## src/hdl/sbrd_pkg.sv

```systemverilog
// Package of constants and types for the system bus read interface
package sbrd_pkg;

    // ------------------------------------------------------------
    // Widths and sizes
    // ------------------------------------------------------------
    localparam int unsigned ADDR_W = 32;
    localparam int unsigned DATA_W = 32;
    localparam int unsigned RB_DEPTH = 4;
    localparam int unsigned RB_PTR_W = 2;
    localparam int unsigned CNT_W = 3;
    localparam int unsigned OB_DEPTH = 2;

    // ------------------------------------------------------------
    // Port width encodings (region width)
    // ------------------------------------------------------------
    localparam logic [1:0] PORT_32 = 2'h0;
    localparam logic [1:0] PORT_16 = 2'h1;
    localparam logic [1:0] PORT_8 = 2'h2;

    // ------------------------------------------------------------
    // Request size encodings
    // ------------------------------------------------------------
    localparam logic [2:0] SIZE_BYTE = 3'h0;
    localparam logic [2:0] SIZE_HALF = 3'h1;
    localparam logic [2:0] SIZE_TRI = 3'h2;
    localparam logic [2:0] SIZE_WORD = 3'h3;
    localparam logic [2:0] SIZE_QUAD = 3'h4;

    // ------------------------------------------------------------
    // Constant values
    // ------------------------------------------------------------
    localparam logic [CNT_W-1:0] QUAD_WORDS = 3'h4;
    localparam logic [CNT_W-1:0] ONE_WORD = 3'h1;
    localparam logic [1:0] LANE_ZERO = 2'h0;
    localparam logic [1:0] LANE_ONE = 2'h1;

    // ------------------------------------------------------------
    // Bus sequencer states, one-hot
    // ------------------------------------------------------------
    typedef enum logic [3:0] {
        SBRD_IDLE = 4'h1,
        SBRD_ADDR = 4'h2,
        SBRD_DATA = 4'h4,
        SBRD_DONE = 4'h8
    } sbrd_state_e;

endpackage

```

## src/hdl/sbrd_read_if.sv

```systemverilog
// Read side of the processor bus interface unit
`timescale 1ns/10ps
// ----------------------------------------------------------------
// ----------------------------------------------------------------
module sbrd_read_if (
    input wire logic sys_clk_i,
    input wire logic srst_i,
    input wire logic cache_miss_i,
    input wire logic [31:0] miss_addr_i,
    input wire logic [2:0] miss_size_i,
    input wire logic miss_cacheable_i,
    input wire logic miss_dcache_i,
    input wire logic [1:0] port_width_i,
    input wire logic bus_busy_i,
    input wire logic higher_prio_i,
    input wire logic read_capture_enable_n_i,
    input wire logic read_acknowledge_n_i,
    input wire logic dma_burst_i,
    input wire logic dma_transfer_done_i,
    input wire logic [31:0] system_data_bus_i,
    input wire logic core_ready_i,
    output logic internal_read_request_o,
    output logic stall_o,
    output logic bus_read_strobe_o,
    output logic [31:0] system_address_bus_o,
    output logic address_latch_enable_o,
    output logic burst_frame_marker_o,
    output logic mem_read_enable_n_o,
    output logic core_valid_o,
    output logic [31:0] core_data_o,
    output logic core_refill_o,
    output logic core_fixup_o
);

    // ------------------------------------------------------------
    // Declarations
    // ------------------------------------------------------------
    sbrd_pkg::sbrd_state_e state_reg;
    logic [31:0] rb_mem [sbrd_pkg::RB_DEPTH];
    logic [sbrd_pkg::RB_PTR_W-1:0] wr_ptr_reg;
    logic [sbrd_pkg::RB_PTR_W-1:0] rd_ptr_reg;
    logic [sbrd_pkg::CNT_W-1:0] fill_cnt_reg;
    logic [sbrd_pkg::CNT_W-1:0] words_reg;
    logic [sbrd_pkg::CNT_W-1:0] words_next;
    logic [sbrd_pkg::CNT_W-1:0] unload_cnt_reg;
    logic [sbrd_pkg::CNT_W-1:0] unload_goal_reg;
    logic [1:0] lane_reg;
    logic [1:0] lanes_reg;
    logic [1:0] lanes_next;
    logic [31:0] gather_reg;
    logic [2:0] size_reg;
    logic [1:0] pw_reg;
    logic dcache_reg;
    logic cacheable_reg;
    logic dma_reg;
    logic cap_pend_reg;
    logic ack_reg;
    logic word_done;
    logic last_word;
    logic implicit_ack;
    logic explicit_ack;
    logic rb_empty;
    logic ob_valid_reg [sbrd_pkg::OB_DEPTH];
    logic [31:0] ob_data_reg [sbrd_pkg::OB_DEPTH];
    logic ob_in_ready;
    logic rb_pop;
    logic unloading;
    logic dma_end;

    // ------------------------------------------------------------
    // Helper functions
    // ------------------------------------------------------------
    // Number of 32-bit words a request needs
    function automatic logic [sbrd_pkg::CNT_W-1:0] f_words(input logic [2:0] sz);
        f_words = (sz == sbrd_pkg::SIZE_QUAD) ? sbrd_pkg::QUAD_WORDS : sbrd_pkg::ONE_WORD;
    endfunction

    // Last lane index of a word for the given port and size
    function automatic logic [1:0] f_lanes(input logic [1:0] pw, input logic [2:0] sz);
        logic [1:0] r;
        r = sbrd_pkg::LANE_ZERO;
        if (pw == sbrd_pkg::PORT_8) begin
            unique case (sz)
                sbrd_pkg::SIZE_BYTE: r = 2'h0;
                sbrd_pkg::SIZE_HALF: r = 2'h1;
                sbrd_pkg::SIZE_TRI: r = 2'h2;
                default: r = 2'h3;
            endcase
        end else if (pw == sbrd_pkg::PORT_16) begin
            r = (sz == sbrd_pkg::SIZE_BYTE || sz == sbrd_pkg::SIZE_HALF) ?
                sbrd_pkg::LANE_ZERO : sbrd_pkg::LANE_ONE;
        end
        f_lanes = r;
    endfunction

    assign words_next = f_words(miss_size_i);
    assign lanes_next = f_lanes(port_width_i, miss_size_i);

    // ------------------------------------------------------------
    // Request and sequencer
    // ------------------------------------------------------------
    // Read request raised in the stall after a missed run cycle
    assign internal_read_request_o = cache_miss_i && (state_reg == sbrd_pkg::SBRD_IDLE);
    assign stall_o = (state_reg != sbrd_pkg::SBRD_IDLE) ? !ack_reg : cache_miss_i;

    // Capture-enable acts on the edge after it is sampled
    assign word_done = cap_pend_reg && (lane_reg == lanes_reg);
    assign last_word = word_done && (fill_cnt_reg + sbrd_pkg::ONE_WORD == words_reg);
    assign implicit_ack = last_word;
    // Early acknowledge honoured only on quad reads
    assign explicit_ack = !read_acknowledge_n_i && (state_reg == sbrd_pkg::SBRD_DATA) &&
                          ((size_reg == sbrd_pkg::SIZE_QUAD) || last_word);
    // DMA done only counts while data is still being taken
    assign dma_end = dma_reg && dma_transfer_done_i &&
                     (state_reg == sbrd_pkg::SBRD_DATA);

    // Bus state machine
    always_ff @(posedge sys_clk_i) begin
        if (srst_i) begin
            state_reg <= sbrd_pkg::SBRD_IDLE;
        end else begin
            unique case (state_reg)
                sbrd_pkg::SBRD_IDLE: begin
                    if (internal_read_request_o && !bus_busy_i && !higher_prio_i) begin
                        state_reg <= sbrd_pkg::SBRD_ADDR;
                    end
                end
                sbrd_pkg::SBRD_ADDR: state_reg <= sbrd_pkg::SBRD_DATA;
                sbrd_pkg::SBRD_DATA: begin
                    // Controls stay up until all words are in or a DMA done ends the burst
                    if (last_word || dma_end) begin
                        state_reg <= sbrd_pkg::SBRD_DONE;
                    end
                end
                sbrd_pkg::SBRD_DONE: begin
                    if (unloading == 1'b0 && rb_empty) begin
                        state_reg <= sbrd_pkg::SBRD_IDLE;
                    end
                end
            endcase
        end
    end

    // Latch transaction attributes at read start
    always_ff @(posedge sys_clk_i) begin
        if (srst_i) begin
            size_reg <= sbrd_pkg::SIZE_BYTE;
            pw_reg <= sbrd_pkg::PORT_32;
            words_reg <= sbrd_pkg::ONE_WORD;
            lanes_reg <= sbrd_pkg::LANE_ZERO;
            dcache_reg <= 1'b0;
            cacheable_reg <= 1'b0;
            dma_reg <= 1'b0;
            system_address_bus_o <= 32'h0000_0000;
        end else if (state_reg == sbrd_pkg::SBRD_IDLE && internal_read_request_o) begin
            size_reg <= miss_size_i;
            pw_reg <= port_width_i;
            words_reg <= words_next;
            lanes_reg <= lanes_next;
            dcache_reg <= miss_dcache_i;
            cacheable_reg <= miss_cacheable_i;
            dma_reg <= dma_burst_i;
            system_address_bus_o <= miss_addr_i;
        end
    end

    // ------------------------------------------------------------
    // Bus control outputs
    // ------------------------------------------------------------
    // Strobe, latch enable and frame marker registered on the edge
    always_ff @(posedge sys_clk_i) begin
        if (srst_i) begin
            bus_read_strobe_o <= 1'b0;
            address_latch_enable_o <= 1'b0;
            burst_frame_marker_o <= 1'b0;
            mem_read_enable_n_o <= 1'b1;
        end else begin
            address_latch_enable_o <= (state_reg == sbrd_pkg::SBRD_IDLE) &&
                internal_read_request_o && !bus_busy_i && !higher_prio_i;
            if (state_reg == sbrd_pkg::SBRD_IDLE) begin
                bus_read_strobe_o <= internal_read_request_o && !bus_busy_i && !higher_prio_i;
                burst_frame_marker_o <= internal_read_request_o && !bus_busy_i &&
                    !higher_prio_i;
                mem_read_enable_n_o <= 1'b1;
            end else if (state_reg == sbrd_pkg::SBRD_ADDR) begin
                mem_read_enable_n_o <= 1'b0;
                burst_frame_marker_o <= (words_reg != sbrd_pkg::ONE_WORD) ||
                    (lanes_reg != sbrd_pkg::LANE_ZERO) || dma_reg;
            end else if (state_reg == sbrd_pkg::SBRD_DATA) begin
                // Marker drops as the final datum is being sampled
                if (!read_capture_enable_n_i && !dma_reg) begin
                    burst_frame_marker_o <= !((fill_cnt_reg + sbrd_pkg::ONE_WORD == words_reg) &&
                        (lane_reg == lanes_reg) && !cap_pend_reg);
                end
                if (last_word || (dma_reg && dma_transfer_done_i)) begin
                    bus_read_strobe_o <= 1'b0;
                    mem_read_enable_n_o <= 1'b1;
                    burst_frame_marker_o <= 1'b0;
                end
            end else begin
                bus_read_strobe_o <= 1'b0;
                mem_read_enable_n_o <= 1'b1;
                burst_frame_marker_o <= 1'b0;
            end
        end
    end

    // ------------------------------------------------------------
    // Capture and gathering
    // ------------------------------------------------------------
    // Capture enable sampled only in the data state, after the latch cycle
    always_ff @(posedge sys_clk_i) begin
        if (srst_i) begin
            cap_pend_reg <= 1'b0;
        end else begin
            cap_pend_reg <= (state_reg == sbrd_pkg::SBRD_DATA) && !read_capture_enable_n_i &&
                !last_word;
        end
    end

    // Lane gathering into a full word
    always_ff @(posedge sys_clk_i) begin
        if (srst_i || state_reg == sbrd_pkg::SBRD_ADDR) begin
            lane_reg <= sbrd_pkg::LANE_ZERO;
            gather_reg <= 32'h0000_0000;
        end else if (cap_pend_reg) begin
            if (pw_reg == sbrd_pkg::PORT_8) begin
                gather_reg[lane_reg*8 +: 8] <= system_data_bus_i[7:0];
            end else if (pw_reg == sbrd_pkg::PORT_16) begin
                gather_reg[lane_reg[0]*16 +: 16] <= system_data_bus_i[15:0];
            end
            lane_reg <= word_done ? sbrd_pkg::LANE_ZERO : lane_reg + 2'h1;
        end
    end

    // Read buffer write side
    always_ff @(posedge sys_clk_i) begin
        if (srst_i || state_reg == sbrd_pkg::SBRD_ADDR) begin
            wr_ptr_reg <= '0;
            fill_cnt_reg <= '0;
        end else if (word_done) begin
            wr_ptr_reg <= wr_ptr_reg + 2'h1;
            fill_cnt_reg <= fill_cnt_reg + sbrd_pkg::ONE_WORD;
        end
    end

    // Read buffer storage
    always_ff @(posedge sys_clk_i) begin
        if (word_done) begin
            if (pw_reg == sbrd_pkg::PORT_32) begin
                rb_mem[wr_ptr_reg] <= system_data_bus_i;
            end else if (pw_reg == sbrd_pkg::PORT_8) begin
                rb_mem[wr_ptr_reg] <= {system_data_bus_i[7:0], gather_reg[23:0]} >>
                    (8 * (3 - lane_reg));
            end else begin
                rb_mem[wr_ptr_reg] <= lane_reg[0] ? {system_data_bus_i[15:0], gather_reg[15:0]} :
                    {16'h0000, system_data_bus_i[15:0]};
            end
        end
    end

    // ------------------------------------------------------------
    // Acknowledge and unloading
    // ------------------------------------------------------------
    // Acknowledge, explicit or implicit, releases the core
    always_ff @(posedge sys_clk_i) begin
        if (srst_i || state_reg == sbrd_pkg::SBRD_IDLE) begin
            ack_reg <= 1'b0;
        end else if (explicit_ack || implicit_ack || (dma_reg && dma_transfer_done_i)) begin
            ack_reg <= 1'b1;
        end
    end

    assign rb_empty = (rd_ptr_reg == wr_ptr_reg) && (unload_cnt_reg == fill_cnt_reg);
    assign unloading = ack_reg && (unload_cnt_reg != unload_goal_reg);
    // One entry per cycle once words are present
    assign rb_pop = unloading && (unload_cnt_reg != fill_cnt_reg) && ob_in_ready;

    // Unload pointer and goal; data refill takes one or four words
    always_ff @(posedge sys_clk_i) begin
        if (srst_i || state_reg == sbrd_pkg::SBRD_ADDR) begin
            rd_ptr_reg <= '0;
            unload_cnt_reg <= '0;
            unload_goal_reg <= words_reg;
        end else begin
            if (rb_pop) begin
                rd_ptr_reg <= rd_ptr_reg + 2'h1;
                unload_cnt_reg <= unload_cnt_reg + sbrd_pkg::ONE_WORD;
            end
            // A DMA burst cut short unloads only the words that arrived
            if (dma_end) begin
                unload_goal_reg <= fill_cnt_reg + {2'h0, word_done};
            end
        end
    end

    // Refill and fixup markers: last word unloaded is the fixup
    always_ff @(posedge sys_clk_i) begin
        if (srst_i) begin
            core_refill_o <= 1'b0;
            core_fixup_o <= 1'b0;
        end else begin
            core_fixup_o <= rb_pop &&
                (unload_cnt_reg + sbrd_pkg::ONE_WORD == unload_goal_reg);
            core_refill_o <= rb_pop && cacheable_reg &&
                (dcache_reg ? 1'b1 : 1'b1);
        end
    end

    // ------------------------------------------------------------
    // Two-entry output buffer toward the core
    // ------------------------------------------------------------
    assign ob_in_ready = !ob_valid_reg[1];
    assign core_valid_o = ob_valid_reg[0];
    assign core_data_o = ob_data_reg[0];

    // Shift register buffer so a core stall loses no word
    always_ff @(posedge sys_clk_i) begin
        if (srst_i) begin
            for (int i = 0; i < sbrd_pkg::OB_DEPTH; i++) begin
                ob_valid_reg[i] <= 1'b0;
                ob_data_reg[i] <= 32'h0000_0000;
            end
        end else begin
            if (core_ready_i && ob_valid_reg[0]) begin
                ob_valid_reg[0] <= ob_valid_reg[1] || rb_pop;
                ob_data_reg[0] <= ob_valid_reg[1] ? ob_data_reg[1] : rb_mem[rd_ptr_reg];
                ob_valid_reg[1] <= ob_valid_reg[1] && rb_pop;
                ob_data_reg[1] <= rb_mem[rd_ptr_reg];
            end else if (rb_pop) begin
                if (!ob_valid_reg[0]) begin
                    ob_valid_reg[0] <= 1'b1;
                    ob_data_reg[0] <= rb_mem[rd_ptr_reg];
                end else begin
                    ob_valid_reg[1] <= 1'b1;
                    ob_data_reg[1] <= rb_mem[rd_ptr_reg];
                end
            end
        end
    end

    // ------------------------------------------------------------
    // Assertions
    // ------------------------------------------------------------
    property p_ale_start;
        @(posedge sys_clk_i) disable iff (srst_i)
        $rose(address_latch_enable_o) |-> bus_read_strobe_o && burst_frame_marker_o &&
            mem_read_enable_n_o;
    endproperty
    a_ale_start: assert property (p_ale_start) else $error("Read start signals wrong");

    property p_ren_high;
        @(posedge sys_clk_i) disable iff (srst_i)
        address_latch_enable_o |-> mem_read_enable_n_o;
    endproperty
    a_ren_high: assert property (p_ren_high) else $error("Read enable low in address");

    property p_ale_pulse;
        @(posedge sys_clk_i) disable iff (srst_i)
        address_latch_enable_o |=> !address_latch_enable_o;
    endproperty
    a_ale_pulse: assert property (p_ale_pulse) else $error("Latch enable too long");

    property p_start;
        @(posedge sys_clk_i) disable iff (srst_i)
        (state_reg == sbrd_pkg::SBRD_IDLE && internal_read_request_o && !bus_busy_i &&
            !higher_prio_i) |=> address_latch_enable_o;
    endproperty
    a_start: assert property (p_start) else $error("Read did not start");

    property p_blocked;
        @(posedge sys_clk_i) disable iff (srst_i)
        (state_reg == sbrd_pkg::SBRD_IDLE && (bus_busy_i || higher_prio_i)) |=>
            !address_latch_enable_o;
    endproperty
    a_blocked: assert property (p_blocked) else $error("Read started while blocked");

    property p_req;
        @(posedge sys_clk_i) disable iff (srst_i)
        internal_read_request_o |-> stall_o;
    endproperty
    a_req: assert property (p_req) else $error("Request without stall");

    property p_keep;
        @(posedge sys_clk_i) disable iff (srst_i)
        (state_reg == sbrd_pkg::SBRD_DATA && ack_reg && !last_word && !dma_reg) |=>
            bus_read_strobe_o;
    endproperty
    a_keep: assert property (p_keep) else $error("Strobe dropped early");

    property p_fill;
        @(posedge sys_clk_i) disable iff (srst_i)
        word_done |=> fill_cnt_reg == $past(fill_cnt_reg) + sbrd_pkg::ONE_WORD;
    endproperty
    a_fill: assert property (p_fill) else $error("Buffer count did not advance");

    property p_clear;
        @(posedge sys_clk_i) disable iff (srst_i)
        address_latch_enable_o |=> fill_cnt_reg == '0 && wr_ptr_reg == '0;
    endproperty
    a_clear: assert property (p_clear) else $error("Counts not cleared");

endmodule

```

## config.mk

```make
export PLATFORM = sky130hd
export DESIGN_NAME = sbrd_read_if
export DESIGN_NICKNAME = d
export VERILOG_FILES = /design/src/hdl/sbrd_pkg.sv /design/src/hdl/sbrd_read_if.sv
export SDC_FILE = /design/constraint.sdc
export NUM_CORES = 1
export LEC_CHECK = 0
export BUFFER_PORTS_ARGS = -buffer_cell sky130_fd_sc_hd__buf_2
export CAP_MARGIN = 20
export CORE_ASPECT_RATIO = 1.5
export CORE_UTILIZATION = 41
export CTS_BUF_LIST = sky130_fd_sc_hd__clkbuf_8
export DETAILED_ROUTE_END_ITERATION = 8
export GPL_TIMING_DRIVEN = 0
export HOLD_SLACK_MARGIN = 0.06
export PLACE_DENSITY = 0.57
export SETUP_SLACK_MARGIN = 0.15
export SKIP_LAST_GASP = 1
export SLEW_MARGIN = 20
export SYNTH_ARGS = -nofsm -noshare
export SYNTH_HDL_FRONTEND = slang
export SYNTH_SLANG_ARGS = --single-unit
export TNS_END_PERCENT = 30
```

## constraint.sdc

```tcl
create_clock -name sys_clk_i -period 8.82 [get_ports sys_clk_i]
set_input_delay 1.764 -clock sys_clk_i [delete_from_list [all_inputs] [get_ports sys_clk_i]]
set_output_delay 1.764 -clock sys_clk_i [all_outputs]
set_load 0.02 [all_outputs]
```

After elaboration in Yosys (flattened, before gate mapping). Memory sizes are Yosys's and may differ from the RTL's. A register that Yosys moved wholly into a read port is not among the register bits. Index checks and enable logic that the tools add are counted.

Register bits after elaboration: 103. Bits in writable memories: 194. Input bits: 81. Logic and storage cells: 204. Memories kept: 3.

Add/sub/neg operators: 9. Eq/ne operators: 28. Shifts and indexed selects: 5. Mux-type cells: 69. Bitwise logic cells: 11. Reductions and logical operators: 56.

Memory list: rb_mem (words 4, bits a word 32, rd ports 1, clocked after memory_dff 1, write ports 1, RTL line sbrd_read_if.sv:39) `logic [31:0] rb_mem [sbrd_pkg::RB_DEPTH];`; ob_data_reg (words 2, bits a word 32, rd ports 2, clocked after memory_dff 0, write ports 2, RTL line sbrd_read_if.sv:64) `logic [31:0] ob_data_reg [sbrd_pkg::OB_DEPTH];`; ob_valid_reg (words 2, bits a word 1, rd ports 2, clocked after memory_dff 0, write ports 2, RTL line sbrd_read_if.sv:63) `logic ob_valid_reg [sbrd_pkg::OB_DEPTH];`.

Operators with widths (count): $mux W32 (10); $neg A5 Y34 (2); $bwmux W32 (2); $mux W1 (45); $shift A16 B34 Y32 const A (1); $shift A8 B34 Y32 const A (1); $shiftx A16 B34 Y32 (1); $shiftx A8 B34 Y32 (1); $shr A32 B32 Y32 (1); $logic_and A1 B1 Y1 (26); $pmux W4 S4 (1); $mux W4 (3); $logic_or A1 B1 Y1 (11); $logic_not A1 Y1 (10); $or A1 B1 Y1 (10); $eq A3 B3 Y1 (3); $mux W3 (3); $mux W2 (4); $add A2 B1 Y2 const B (3); $add A3 B1 Y3 const B (2); $eq A3 B3 Y1 const B (2); $ne A2 B2 Y1 const B (3); $ne A3 B3 Y1 (2); $pmux W2 S3 (1); 24 further kinds (30).

Depth between registers and ports, before layout.
Depth in word-level cells: 10. Depth in mapped cells: 10.

Least setup slack after synthesis. Ideal clock, no wire load.

Path kind: input port to output port. From: input cache_miss_i. To: output stall_o. Arrival time: 2.525 ns. Data required time: 7.056 ns. Path slack: 4.531 ns. Stages on the path: 3. Path buffers: 1. Cell sequence: nand2_1 > clkbuf_1 > o21ai_0.

Longest elaborated chain between the ends: 1.

Ends and longest elaborated chain: start: declaration (RTL line sbrd_read_if.sv:8) `input wire logic cache_miss_i,`; $mux W1 (RTL line sbrd_read_if.sv:104) `assign stall_o = (state_reg != sbrd_pkg::SBRD_IDLE) ? !ack_reg : cache_miss_i;`; end: declaration (RTL line sbrd_read_if.sv:23) `output logic stall_o,`.

No other way between the ends.

Worst setup path after layout. Same ends and word-level chain as after synthesis.

==> qor.yml <==
clkLatencyLatePin_ns: 0.57
io-pin-count: 154
slew_viol_final: 0
fin_crit_sh_pct: 54.1
path_class: "input port to primary output"
n_antenna_cell: 0
whs_path_depth: 2
antenna_found_initial: 0
grt_pass1_wl_um: 48700
dieArea_sq_um: 31900
startpoint_type: "input port"
dpl.hpwl_um: 23100
synth_area_sq_um: 12800
gp_congestion: 0.905
status: "complete, no violations"
r2r_slack_ns: 5.96
rsz0062_at_grt: "false"
p_leak_nw: 5.64
drv_cap: 0
cts_buffers: 43
fin_skew_ns: 0.0208
clk_path_buf_depth: 3
ctsHoldBuffers: 0
timing.setup.tns_ns: 0
area_delta_synth_final_pct: 16.7
cp.arrival_ns: 3.01
regToRegEndpoint: "gather_reg[19]"
dpl-instance-area_sq_um: 14100
worst-slew-pin-transition_ns: 0.774
antenna_left: 0
ys_async_sr_fraction_pct: 0
grt_max_degree: 34
die_h_um: 218
syn_inst: 1052
power-per-cell-area_nw_per_um2: 185
holdPathEnd: "system_address_bus_o[6]"
drt_first_pass_iters: 5
min-delay-start: "system_address_bus_o[6]"
synth_edf_count: 197
clock_sinks: 290
initial_core_util_pct: 41.9
numPortBuffers: 144
clockRootBuffer: "clkbuf_8"
wl_per_cell_um: 18.4
nets: 1341
cts-resized-gates: 0
endpoint_kind: "primary output"
finalCriticalPeriod_ns: 4.78
min-delay-path-class: "flip-flop to flip-flop"
cts_tree: "built"
clk_pin_slew_worst_paths_ns: 0.06
vias: 8563
finalSetupViolations: 0
drt-vias-per-instance: 5.12
yosys_warnings: 0
syn_avg_cell_area_sq_um: 12.1
route.detailed.drc: 0
grt.overflow.total: 0
ys_ff_latch: 290
ys_seq_area_share_pct: 60.9
synth_cell_types: 56
largest_register_ff_count: 128
grt_use_total_pct: 19.9
crit_fanout: 10
max_freq_mhz: 209
drive_gt1_share_pct: 24.3
grt_pass1_vias: 8809
routed_wl_um: 30900
peakVddDrop_uv: 149
core_area_sq_um: 30400
dr.first_iter.drc_count: 430
synthFlopType: "edfxtp_1"
crit_required_ns: 7.06
maxSlewHeadroom_pct: 48.4
r2r-start: "lane_reg[1]"
fin_area_sq_um: 14900
worstRegToRegCells: 9
ctsHtreeMaxLevel: 2
die_w_um: 146
synth_nets: 1147
finalHoldViolations: 0
post-cts-setup-buffer-count: 0
rows: 78
where the power goes:
group          internal [W]  switching, W
Clock              0.000521      0.000498
Sequential          0.00149     0.0000180
Combinational     0.0000817      0.000153
worst max-delay path, stage by stage:
cell      delay, ns
buf_2          0.11
nand2_1        0.29
clkbuf_1       0.48
o21ai_0        0.18
buf_2          0.20
cells in the final DEF (no fill, tap or decap), types with 32 or more instances in the layout:
cell type	count
and2_1	45
clkbuf_8	44
nand2_1	98
buf_4	32
a21oi_1	134
nor2_1	81
edfxtp_1	197
clkbuf_1	48
dfxtp_1	93
mux4_2	32
mux2i_1	49
buf_2	159
inv_1	45
final cells by class:
| type | instances | area, sq um |
|---|---|---|
| buffer | 103 | 548 |
| clock buffer | 44 | 606 |
| clock inverter | 29 | 174 |
| fill | 2836 | 15500 |
| inverter | 30 | 113 |
| multi-input combinational | 629 | 4350 |
| sequential | 290 | 7780 |
| tap | 400 | 500 |
| timing repair buffer | 149 | 828 |
worst max-delay path by stage:
stage            startpoint  endpoint  slack, ns
2_1_floorplan  cache_miss_i   stall_o       4.53
3_3_place_gp   cache_miss_i   stall_o       4.07
3_5_place_dp   cache_miss_i   stall_o       4.04
4_1_cts        cache_miss_i   stall_o       4.03
5_1_grt        cache_miss_i   stall_o       3.94
6_report       cache_miss_i   stall_o       4.04
Yosys cell counts, types with 17 or more instances:
library cell,number,area share [%]
a211oi_1,17,1.0
a21oi_1,134,5.3
and2_1,45,2.2
buf_4,32,1.9
clkbuf_1,48,1.4
dfxtp_1,93,15
edfxtp_1,197,46
inv_1,27,0.79
mux2i_1,49,3.8
mux4_2,32,5.6
nand2_1,98,2.9
nor2_1,81,2.4
layer usage:
metal	global-route usage [%]	share of wire (%)	vias to the layer above
li1	-	-	4191
met1	21.3	38	4020
met2	37.6	53	288
met3	4.13	5.4	64
met4	8.78	3.6	0
met5	0	0	-
cells by family after synthesis:
logic type      count (synthesis)  synth area share [%]
simple gates                  283                  10.7
xor+xnor                       23                  1.72
compound gates                228                  10.7
mux                            81                  9.48
buf+inv                       133                  5.17
fa+ha+maj                      14                  1.37
flops                         290                  60.9
metrics by stage:
step | instances | hold slack, ns | power [W] | util (%) | setup slack, ns
after floorplan | 1052 | 0.430 | 0.00168 | - | 4.53
after CTS | 1674 | 0.451 | 0.00280 | 48.9 | 4.03
after detailed placement | 1601 | 0.443 | 0.00177 | 46.4 | 4.04
final | 1674 | 0.449 | 0.00276 | 48.9 | 4.04
after global placement | 1596 | 0.439 | 0.00177 | 45.9 | 4.07
after global routing | 1674 | 0.468 | 0.00287 | 48.9 | 3.94
(Power assumes the default switching activity.)
